`config.mk`:
```
export PLATFORM = sky130hd
export DESIGN_NAME = acc_input_control
export DESIGN_NICKNAME = d
export VERILOG_FILES = /design/src/logic/acc_pkg.sv /design/src/logic/acc_decode.sv /design/src/logic/acc_input_control.sv
export SDC_FILE = /design/constraint.sdc
export NUM_CORES = 1
export LEC_CHECK = 0
export BUFFER_PORTS_ARGS = -buffer_cell sky130_fd_sc_hd__buf_2
export CORE_ASPECT_RATIO = 1.75
export CORE_UTILIZATION = 38
export CTS_BUF_LIST = sky130_fd_sc_hd__clkbuf_4 sky130_fd_sc_hd__clkbuf_8
export CTS_CLUSTER_SIZE = 28
export DETAILED_ROUTE_END_ITERATION = 7
export HOLD_SLACK_MARGIN = 0.12
export PLACE_DENSITY = 0.8
export SKIP_LAST_GASP = 1
export SYNTH_ARGS = -nofsm -noshare
export SYNTH_HDL_FRONTEND = slang
export SYNTH_SLANG_ARGS = --single-unit
```
`constraint.sdc`:
```
create_clock -name MCLK -period 2.7 [get_ports MCLK]
set_input_delay 0.27 -clock MCLK [delete_from_list [all_inputs] [get_ports MCLK]]
set_output_delay 0.27 -clock MCLK [all_outputs]
set_load 0.005 [all_outputs]
```
`src/logic/acc_pkg.sv`:
```
// Package for the accumulator input control block.
// Assumes a single 100 MHz clock; timing pulses arrive as one-cycle strobes.
package acc_pkg;

    // ------------------------------------------------------------------
    // Widths and reset values
    // ------------------------------------------------------------------
    localparam int WORD_W = 16;
    localparam int CHAR_W = 8;
    localparam logic [15:0] ACC_RESET = 16'h0000;
    localparam logic [15:0] PARITY_ONE = 16'h0001;
    localparam logic [7:0] FUNC_RESET = 8'h00;

    // ------------------------------------------------------------------
    // Instruction field positions and codes
    // ------------------------------------------------------------------
    localparam int OPC_HI = 15;
    localparam int OPC_LO = 12;
    localparam int SUB_HI = 11;
    localparam int SUB_LO = 8;
    localparam logic [3:0] OPC_REGREF = 4'h0;

    // ------------------------------------------------------------------
    // Timing
    // ------------------------------------------------------------------
    localparam int CLK_PERIOD_NS = 10;
    localparam int SETTLE_NS = 50;
    localparam int SETTLE_CYC = (SETTLE_NS + CLK_PERIOD_NS - 1) / CLK_PERIOD_NS;
    localparam int SHORT_ADV_NS = 100;
    localparam int SHORT_ADV_CYC = SHORT_ADV_NS / CLK_PERIOD_NS;

    // Sequencer timing strobes
    typedef struct packed {
        logic cycle_start_pulse;
        logic quarter_phase_pulse;
        logic half_phase_pulse;
        logic early_set_pulse;
        logic mid_set_pulse;
        logic late_set_pulse;
    } timing_s;

    // Minor cycle and mode qualifiers
    typedef struct packed {
        logic a_cycle;
        logic b_cycle;
        logic c_cycle;
        logic read_operand_mode;
        logic register_operand_mode;
        logic store_mode;
        logic next_instr_read;
        logic short_cycle_one;
    } phase_s;

    // Instruction class decode
    typedef struct packed {
        logic reg_ref;
        logic multiply;
        logic divide;
        logic load_accumulator_instr;
        logic add;
        logic subtract;
        logic logical_and;
        logic exclusive_or_instr;
        logic store_parity_instr;
        logic input_word_instr;
        logic enter_accumulator_instr;
        logic increase_accumulator_instr;
        logic inter_register_instr;
        logic shift;
    } iclass_s;

    typedef enum logic [2:0] {
        SRC_NONE = 3'b001,
        SRC_ADDER = 3'b010,
        SRC_INPUT = 3'b100
    } src_e;

endpackage : acc_pkg

```
`src/logic/acc_decode.sv`:
```
// Function register and instruction class decoder.
// Assumes the fetched word is stable at the quarter phase of a next-instruction read.
module acc_decode (
    input wire logic MCLK,
    input wire logic RST,
    input wire logic capture,
    input wire logic [15:0] fetched_word,
    output acc_pkg::iclass_s iclass
);
    logic [7:0] func_reg;
    logic [3:0] opc;
    logic [3:0] sub;
    logic rr;

    always_ff @(posedge MCLK or posedge RST) begin
        if (RST) begin
            func_reg <= acc_pkg::FUNC_RESET;
        end else if (capture) begin
            func_reg <= fetched_word[acc_pkg::OPC_HI:acc_pkg::SUB_LO];
        end
    end

    assign opc = func_reg[7:4];
    assign sub = func_reg[3:0];
    assign rr = (opc == acc_pkg::OPC_REGREF);

    assign iclass.reg_ref = rr;
    assign iclass.multiply = (opc == 4'h2);
    assign iclass.divide = (opc == 4'h3);
    assign iclass.store_parity_instr = (opc == 4'h7);
    assign iclass.add = (opc == 4'h8);
    assign iclass.subtract = (opc == 4'h9);
    assign iclass.logical_and = (opc == 4'hA);
    assign iclass.exclusive_or_instr = (opc == 4'hB);
    assign iclass.load_accumulator_instr = (opc == 4'hC);
    assign iclass.input_word_instr = rr && (sub == 4'h2);
    assign iclass.inter_register_instr = rr && (sub == 4'h8);
    assign iclass.increase_accumulator_instr = rr && (sub == 4'h9);
    assign iclass.enter_accumulator_instr = rr && (sub == 4'hA);
    assign iclass.shift = rr && (sub == 4'hF);
endmodule : acc_decode

```
`src/logic/acc_input_control.sv`:
```
// Accumulator register with its input-selection control.
// Assumes timing strobes from the sequencer are one-cycle pulses on MCLK,
// and that the adder/shifter result is valid at each cycle_start_pulse.
//
// Summary of operation
// - Multiply: multiplier in, low product out
// - Divide: low dividend in, quotient out
// - Two selects pick adder, word, low-speed
// - Accumulator feeds adder operand path
// - Adder select set half phase before load
// - Quarter phase clears adder select unless a set is present
// - Manual console selection sets adder select when ACC_TO_ADDER
// - Accumulator shift: early, late set if count
// - Short cycle advances late set pulse
// - Combined shift: set only at late
// - Mul/div read operand B late set
// - Mid set loads product or dividend
// - Enter/increase set at A late
// - Inter-register with destination A bit
// - Load/arith/logic set at B late
// - Store parity loads +1 if even
// - Word mode loads full input word
// - Character mode loads low byte only
// - Input select set unless device refuses
// - Zero top nibble means register reference
// - Quarter phase copies high byte to function
module acc_input_control (
    input wire logic MCLK,
    input wire logic RST,
    input acc_pkg::timing_s TIMING,
    input acc_pkg::phase_s PHASE,
    input wire logic [15:0] FETCHED_WORD,
    input wire logic [15:0] ADDER_RESULT,
    input wire logic [15:0] WORD_RX,
    input wire logic [15:0] LOWSPEED_RX,
    input wire logic LOWSPEED_SEL,
    input wire logic CHAR_MODE,
    input wire logic DEVICE_REFUSE,
    input wire logic [7:0] SHIFT_COUNT,
    input wire logic SHIFT_A_ONLY,
    input wire logic SHIFT_AQ,
    input wire logic DESTINATION_A_BIT,
    input wire logic PARITY_BIT,
    input wire logic ACC_NEGATIVE,
    input wire logic MANUAL_ACC_SEL,
    input wire logic ACC_TO_ADDER,
    input wire logic MASTER_CLEAR,
    output logic [15:0] ACC_OUT,
    output logic [15:0] ADDER_OPERAND,
    output logic ADDER_TO_ACC_SELECT,
    output logic INPUT_TO_ACC_SELECT,
    output logic [2:0] ACC_SOURCE
);
    acc_pkg::iclass_s iclass;
    logic [15:0] acc_reg;
    logic [15:0] acc_next;
    logic adder_sel_reg;
    logic input_sel_reg;
    logic [15:0] rx_word;
    logic [15:0] input_word;
    logic count_nonzero;
    logic set_shift;
    logic set_muldiv;
    logic set_reg_op;
    logic set_load;
    logic set_parity;
    logic set_manual;
    logic set_adder;
    logic set_input;
    logic arm_pulse;
    acc_pkg::src_e src;

    // ------------------------------------------------------------------
    // Decode
    // ------------------------------------------------------------------
    acc_decode u_decode (
        .MCLK(MCLK),
        .RST(RST),
        .capture(TIMING.quarter_phase_pulse && PHASE.next_instr_read),
        .fetched_word(FETCHED_WORD),
        .iclass(iclass)
    );

    // ------------------------------------------------------------------
    // Set conditions for the adder and input selects
    // ------------------------------------------------------------------
    // Sequencer delivers late_set_pulse already advanced during short_cycle_one.
    // short cycle late set
    assign arm_pulse = TIMING.late_set_pulse;
    assign count_nonzero = (SHIFT_COUNT != 8'h00);

    assign set_shift = iclass.shift && PHASE.c_cycle && count_nonzero
        && ((SHIFT_A_ONLY && ACC_TO_ADDER && (TIMING.early_set_pulse || arm_pulse))
        || (SHIFT_AQ && arm_pulse));

    assign set_muldiv = (iclass.multiply || iclass.divide) && PHASE.read_operand_mode
        && ((PHASE.b_cycle && arm_pulse) || (PHASE.c_cycle && TIMING.mid_set_pulse));

    assign set_reg_op = PHASE.a_cycle && arm_pulse
        && ((PHASE.register_operand_mode
        && (iclass.enter_accumulator_instr || iclass.increase_accumulator_instr))
        || (iclass.inter_register_instr && DESTINATION_A_BIT));

    assign set_load = PHASE.b_cycle && arm_pulse && (iclass.load_accumulator_instr
        || iclass.add || iclass.subtract || iclass.logical_and
        || iclass.exclusive_or_instr);

    assign set_parity = iclass.store_parity_instr && PHASE.a_cycle && PHASE.store_mode
        && arm_pulse && PARITY_BIT;

    assign set_manual = MANUAL_ACC_SEL && ACC_TO_ADDER;

    assign set_adder = set_shift || set_muldiv || set_reg_op || set_load
        || set_parity || set_manual;

    assign set_input = iclass.input_word_instr && PHASE.a_cycle && arm_pulse
        && !DEVICE_REFUSE;

    // ------------------------------------------------------------------
    // Select flip-flops
    // ------------------------------------------------------------------
    // Set wins over the quarter-phase clear so a coincident event is kept.
    // set ahead of load
    always_ff @(posedge MCLK or posedge RST) begin
        if (RST) begin
            adder_sel_reg <= 1'b0;
            input_sel_reg <= 1'b0;
        end else begin
            adder_sel_reg <= set_adder || (adder_sel_reg && !TIMING.quarter_phase_pulse);
            input_sel_reg <= set_input || (input_sel_reg && !TIMING.quarter_phase_pulse);
        end
    end

    // ------------------------------------------------------------------
    // Accumulator input multiplexer
    // ------------------------------------------------------------------
    // three-way source select
    assign rx_word = LOWSPEED_SEL ? LOWSPEED_RX : WORD_RX;
    assign input_word = CHAR_MODE ? {acc_reg[15:8], rx_word[7:0]} : rx_word;
    assign src = adder_sel_reg ? acc_pkg::SRC_ADDER
        : (input_sel_reg ? acc_pkg::SRC_INPUT : acc_pkg::SRC_NONE);

    always_comb begin
        acc_next = acc_reg;
        case (src)
            acc_pkg::SRC_ADDER: begin
                acc_next = ADDER_RESULT;
            end
            acc_pkg::SRC_INPUT: begin
                acc_next = input_word;
            end
            acc_pkg::SRC_NONE: begin
                acc_next = acc_reg;
            end
            default: begin
                acc_next = acc_reg;
            end
        endcase
    end

    always_ff @(posedge MCLK or posedge RST) begin
        if (RST) begin
            acc_reg <= acc_pkg::ACC_RESET;
        end else if (MASTER_CLEAR) begin
            acc_reg <= acc_pkg::ACC_RESET;
        end else if (TIMING.cycle_start_pulse) begin
            acc_reg <= acc_next;
        end
    end

    // ------------------------------------------------------------------
    // Outputs
    // ------------------------------------------------------------------
    // operand fan-out
    assign ADDER_OPERAND = acc_reg;
    assign ACC_OUT = acc_reg;
    assign ADDER_TO_ACC_SELECT = adder_sel_reg;
    assign INPUT_TO_ACC_SELECT = input_sel_reg;
    assign ACC_SOURCE = src;
endmodule : acc_input_control

```
==> impl_results.md, run 1 <==
- Run status: complete, no violations
- Transition time of the tightest slew-check pin: 1007 ps
- Areal power density over the cells: 457.7 nW/um^2
- Placeable Area: 4150 um^2
- Setup crit end kind: output port
- Post-route setup TNS: 0 ps
- Overall routed net length: 4120 um
- First-iteration detailed-routing DRC count: 21
- Number of flip-flops under the largest register name: 16
- Final Wtd Congestion: 0.7906
- Minimum clock period: 2075 ps
- Startpoint type of the worst setup path: register
- Number of diodes: 0
- Via count: 1592
- Die outline area: 4594 um^2
- Total DRC errors in the routed layout: 0
- Headroom to the max-slew limit: 32.79%
- RSZ-0062 raised after global routing: no
- Pre-CTS setup slack: 831.7 ps
- Final clock period utilization by the worst path: 76.87%
- Clock-pin slew reported for the worst setup and hold paths after clock tree synthesis: 90 ps
- Sequential element share of the synthesized area: 39.66%
- Die Height: 88.92 um
- Post-detailed-route via-to-cell ratio: 4.944
- Number of cells produced by synthesis: 167
- Largest clock skew in the final design: 9.823 ps
- Number of sinks driven by the clock tree: 26
- Data required time at the worst endpoint: 2430 ps
- Filler cell count: 395
- Area taken by multi-input logic gates: 817.0 um^2
- Crit path kind: reg -> out
- RR Startpoint: ADDER_TO_ACC_SELECT$_DFF_PP0_
- Leakage dissipation: 0.001206 uW
- Data arrival time at the worst-slack endpoint: 1810 ps
- CTS H-tree lvls: 1
- Half-perimeter wire length after placement: 3387 um
- Pins over their slew limit: 0
- Most common cell after layout, fill and taps aside: buf_2
- Worst reg-to-reg setup slack: 850 ps
- Resized cells post-CTS: 0
- Average cell area after synthesis: 9.822 um^2
- Pin count of the biggest net entering global routing: 27
- Number of placed I/O pins: 136
- Min-Delay Path Class: in -> reg
- Final standard cell utilization of the core: 53.96%
- GRT Residual Overflow: 0
- Placement row count: 31
- Source-to-sink clock delay at the later pin of the worst-skew pair: 270 ps
- Maximum clock path buffer count: 2
- Share of cells above drive strength 1: 53.48%
- Wirelength per Cell: 12.80 um
- Peak VDD IR: 0.0004205 V
- Initial cell density of the core: 39.52%
- Maximum operating frequency: 481.8 MHz
- Final worst slack: 624.5 ps
- Number of maximum-capacitance constraint violations: 0
- Net count of the finished layout: 373
- Clock tree from TritonCTS: built
- Clock buffer count from CTS: 3
- Number of iterations in the first detailed-routing pass: 5
- Ys Warns: 0
- Cell area after technology mapping: 1640 um^2
- Final count of negative-setup-slack endpoints: 0
- Number of global-route vias before repair: 1503
- Final Hold Violating Endpoints: 0
- Initial antenna violation count: 0
- Setup Buffers After CTS: 0
- Number of distinct library cell variants in the gate-level netlist after synthesis: 28
- Wire length of the first global-routing pass: 6555 um
- Area taken by flip-flops and latches: 650.6 um^2
- GRT Util Overall: 18.98%
- Number of routed nets with antenna violations: 0
- Horiz. Die Dim: 51.67 um
- Flops & latches, synth: 26
- Hold-fix buffer count after cts: 0
- Synthesized net count: 266
- Maximum fanout count along the critical path: 15
- Number of port buffers: 124
- Leading cell types in the layout, fill and taps excluded: buf_2, dfrtp_1, mux2i_1
- Worst hold path startpoint: FETCHED_WORD[9]
- CTS root buf: clkbuf_8
- Synth-to-layout area growth: 36.54%
- Setup crit start: ADDER_TO_ACC_SELECT$_DFF_PP0_
==> worst paths after layout <==
path / endpoint / cells after the start
min reg2reg: ACC_OUT[3]$_DFFE_PP0P_ / 2
max in group asynchronous: INPUT_TO_ACC_SELECT$_DFF_PP0_ / 2
min: u_decode.func_reg[1]$_DFFE_PP0P_ / 2
max: ACC_SOURCE[2] / 3
min in group asynchronous: ACC_OUT[15]$_DFFE_PP0P_ / 2
max reg2reg: ACC_OUT[9]$_DFFE_PP0P_ / 4
==> cells by family after synthesis <==
group                  count (synthesis)  synth area share (%)
multiplexers                          33                 21.36
buffers and inverters                 26                 10.53
AND/OR/NAND/NOR                       48                 15.79
flip-flops                            26                 39.66
AO/OA/AOI/OAI                         34                 12.66
==> Yosys cell counts <==
cell / instances / share of area (%)
nor2b_1: 10 / 3.8
mux2i_1: 17 / 10
nand4b_1: 1 / 0.53
nor3_1: 1 / 0.30
nor4b_1: 1 / 0.53
a22oi_1: 1 / 0.46
nand2_1: 12 / 2.7
clkinv_1: 1 / 0.23
buf_4: 19 / 8.7
dfrtp_1: 26 / 40
buf_2: 3 / 0.92
a222oi_1: 1 / 0.61
o21ai_0: 13 / 4.0
clkbuf_1: 1 / 0.23
a22o_1: 1 / 0.53
nor4_1: 3 / 1.1
or4_4: 1 / 0.69
nor2_1: 10 / 2.3
and4b_1: 1 / 0.61
nand2b_1: 3 / 1.1
nand3b_1: 1 / 0.46
a32oi_1: 1 / 0.53
mux2_2: 16 / 11
a211oi_1: 8 / 3.7
inv_1: 2 / 0.46
nand4_1: 4 / 1.5
a21oi_1: 8 / 2.4
o21a_1: 1 / 0.46
==> through the flow <==
step / hold slack, ps / cell area (um^2) / std cells / total power, uW
after floorplan: 310.0 / 1640 / 167 / 617.5
after global placement: 488.1 / 2168 / 318 / 711.7
after detailed placement: 499.9 / 2168 / 318 / 719.3
after CTS: 218.4 / 2240 / 322 / 1042
after global routing: 206.8 / 2240 / 322 / 1094
final: 225.0 / 2240 / 322 / 1025
==> per-layer routing <==
metal	vias up	wire length [um]	track usage (%)	share of wire, %
met5	-	0	0	0
met4	0	32	6.634	0.78
met3	2	172	1.531	4.2
met2	56	2420	37.78	59
met1	738	1495	20.02	36
li1	796	-	-	-
==> power by group <==
part / switching (uW) / internal [uW]
Sequential: 38.6 / 431
Combinational: 98.4 / 140
Clock: 119 / 198
Total: 256 / 769
==> worst max-delay path, cell delays in order, from the launching register on <==
cell and delay [ps]:
dfrtp_1 430, nand2b_1 470, clkinv_1 400, buf_2 230
==> final cells by class <==
type                            instances  share of cell area [%]
Multi-Input combinational cell        115                   36.48
Sequential cell                        26                   29.05
Timing Repair Buffer                  125                   28.04
Tap cell                               49                   2.737
Clock buffer                            3                   1.844
Clock inverter                          1                   1.341
Inverter                                3                  0.5028
No activity file was read; power rests on OpenSTA's default activity.
==> run 2, diff against run 1 <==
CORE_UTILIZATION = 36   (was 38)
clock period = 1.77 ns   (was 2.7 ns; I/O delays follow)
==> impl_results.md, run 2 (synthesis results as in run 1) <==
- Run status: complete, no violations
- Final Hold Violating Endpoints: 0 (unchanged)
- Data required time at the worst endpoint: 1980 ps (-450 ps)
- Net count of the finished layout: 377 (+1.1%)
- Final count of negative-setup-slack endpoints: 0 (unchanged)
- Filler cell count: 437 (+11%)
- Resized cells post-CTS: 0 (unchanged)
- Number of maximum-capacitance constraint violations: 0 (unchanged)
- Clock-pin slew reported for the worst setup and hold paths after clock tree synthesis: 90 ps (about the same)
- Pin count of the biggest net entering global routing: 27 (unchanged)
- Transition time of the tightest slew-check pin: 388.9 ps (-618.1 ps)
- Half-perimeter wire length after placement: 3547 um (+4.7%)
- Die outline area: 4841 um^2 (+5.4%)
- Clock tree from TritonCTS: built
- Synth-to-layout area growth: 37.68%
- Initial antenna violation count: 0 (unchanged)
- Min-Delay Path Class: in -> reg
- Initial cell density of the core: 37.24% (-2.3 points)
- Portion of total power attributed to sequential cells: 48.9% (+3.1 points)
- Clock buffer count from CTS: 3 (unchanged)
- Share of cells above drive strength 1: 53.79% (+0.31 points)
- First-iteration detailed-routing DRC count: 11 (-48%)
- Leakage dissipation: 0.001218 uW (+0.98%)
- Number of flip-flops under the largest register name: 16 (unchanged)
- Final standard cell utilization of the core: 51.28% (-2.7 points)
- Number of port buffers: 124 (unchanged)
- Placeable Area: 4404 um^2 (+6.1%)
- Cell-internal power: 1076 uW (+40%)
- Post-route setup TNS: 0 ps (unchanged)
- Leading cell types in the layout, fill and taps excluded: buf_2, dfrtp_1, mux2i_1
- Via count: 1651 (+3.7%)
- Placement row count: 32 (+3.2%)
- GRT Residual Overflow: 0 (unchanged)
- CTS root buf: clkbuf_8
- Overall routed net length: 4277 um (+3.8%)
- Die Height: 91.30 um (+2.7%)
- Maximum fanout count along the critical path: 21 (+6)
- GRT Util Overall: 18.25% (-0.73 points)
- Horiz. Die Dim: 53.03 um (+2.6%)
- Number of placed I/O pins: 136 (unchanged)
- Number of iterations in the first detailed-routing pass: 4 (-1)
- Number of global-route vias before repair: 1596 (+6.2%)
- Total DRC errors in the routed layout: 0 (unchanged)
- Peak VDD IR: 0.0005023 V (+19%)
- Number of diodes: 0 (unchanged)
- Maximum operating frequency: 636.2 MHz
- Final Wtd Congestion: 0.8151 (+3.1%)
- Number of routed nets with antenna violations: 0 (unchanged)
- Most common cell after layout, fill and taps aside: buf_2
- Startpoint type of the worst setup path: register
- Source-to-sink clock delay at the later pin of the worst-skew pair: 260 ps (about the same)
- Setup crit end kind: register
- Wire length of the first global-routing pass: 6679 um (+1.9%)
- Final clock period utilization by the worst path: 88.80%
- Post-detailed-route via-to-cell ratio: 5.034 (+1.8%)
- Data arrival time at the worst-slack endpoint: 1780 ps (-30 ps)
- Areal power density over the cells: 648.6 nW/um^2 (+42%)
- Wirelength per Cell: 13.04 um (+1.9%)
- Crit path kind: reg -> reg
- Net switching share of the total power: 26.55% (+1.5 points)
- Number of sinks driven by the clock tree: 26 (unchanged)
- RSZ-0062 raised after global routing: no
- Hold-fix buffer count after cts: 1 (+1)
- Fraction of power consumed by combinational cells: 25.6% (+2.4 points)
- Maximum clock path buffer count: 2 (unchanged)
- Headroom to the max-slew limit: 74.07% (+41 points)
- Part of the power in the clock network: 25.5% (-5.5 points)
- Overall power after layout: 1465 uW (+43%)
- Net load switching power: 388.9 uW (+52%)
- Minimum clock period: 1572 ps
- Largest clock skew in the final design: 2.676 ps (-7.147 ps)
- Pins over their slew limit: 0 (unchanged)
- CTS H-tree lvls: 1 (unchanged)
- Setup Buffers After CTS: 0 (unchanged)
run 2: cell count changes in the layout (fill, tap and decap cells not counted):
cell / change
dlygate4sd3_1: +1
clkbuf_8: +1
buf_4: +3
bufinv_16: -1
run 2: layer usage:
metal	global-route usage, %	up-vias	share of wire, %
met4	7.675	0	1.6
met5	0	-	0
met3	2.010	6	5.4
met2	34.70	64	58
li1	-	804	-
met1	18.60	777	35
run 2: worst max-delay path, cell delays in order (launching register included):
cell      delay [ps]
dfrtp_1          450
nand2b_1         230
buf_4            230
nor2b_1          150
a211oi_1         260
mux2_2           210
run 2: power groups by stage:
stage                     Clock, uW  Combinational [uW]  Sequential, uW
after floorplan                   0                 222             720
after global placement            0                 368             726
after detailed placement          0                 378             729
after CTS                       398                 382             716
after global routing            414                 422             728
final                           374                 375             716
run 2: cell type report:
class                           count  area [um^2]  share of cell area [%]
Clock buffer                        4        55.05                   2.438
Timing Repair Buffer              129        660.6                   29.25
Tap cell                           51        63.81                   2.825
Sequential cell                    26        650.6                   28.81
Multi-Input combinational cell    115        817.0                   36.18
Inverter                            3        11.26                  0.4986
run 2: final timing paths:
check	from	to	slack [ps]	cells past startpoint
setup / recovery	ADDER_TO_ACC_SELECT$_DFF_PP0_	ACC_OUT[8]$_DFFE_PP0P_	200	5
max in group asynchronous	RST	ACC_OUT[15]$_DFFE_PP0P_	1010	4
hold reg to reg	ACC_OUT[2]$_DFFE_PP0P_	ACC_OUT[2]$_DFFE_PP0P_	520	2
hold / removal	FETCHED_WORD[8]	u_decode.func_reg[0]$_DFFE_PP0P_	140	2
setup reg to reg	ADDER_TO_ACC_SELECT$_DFF_PP0_	ACC_OUT[8]$_DFFE_PP0P_	200	5
min in group asynchronous	RST	u_decode.func_reg[1]$_DFFE_PP0P_	510	4
run 2: metrics by stage:
stage / setup WS (ps) / cell area [um^2] / hold slack (ps) / std cells
after CTS: 156.0 / 2258 / 130.1 / 328
after global routing: 92.71 / 2258 / 135.7 / 328
after detailed placement: 188.9 / 2193 / 254.3 / 323
final: 198.2 / 2258 / 140.1 / 328
after global placement: 278.4 / 2193 / 246.0 / 323
after floorplan: 387.9 / 1640 / 217.0 / 167
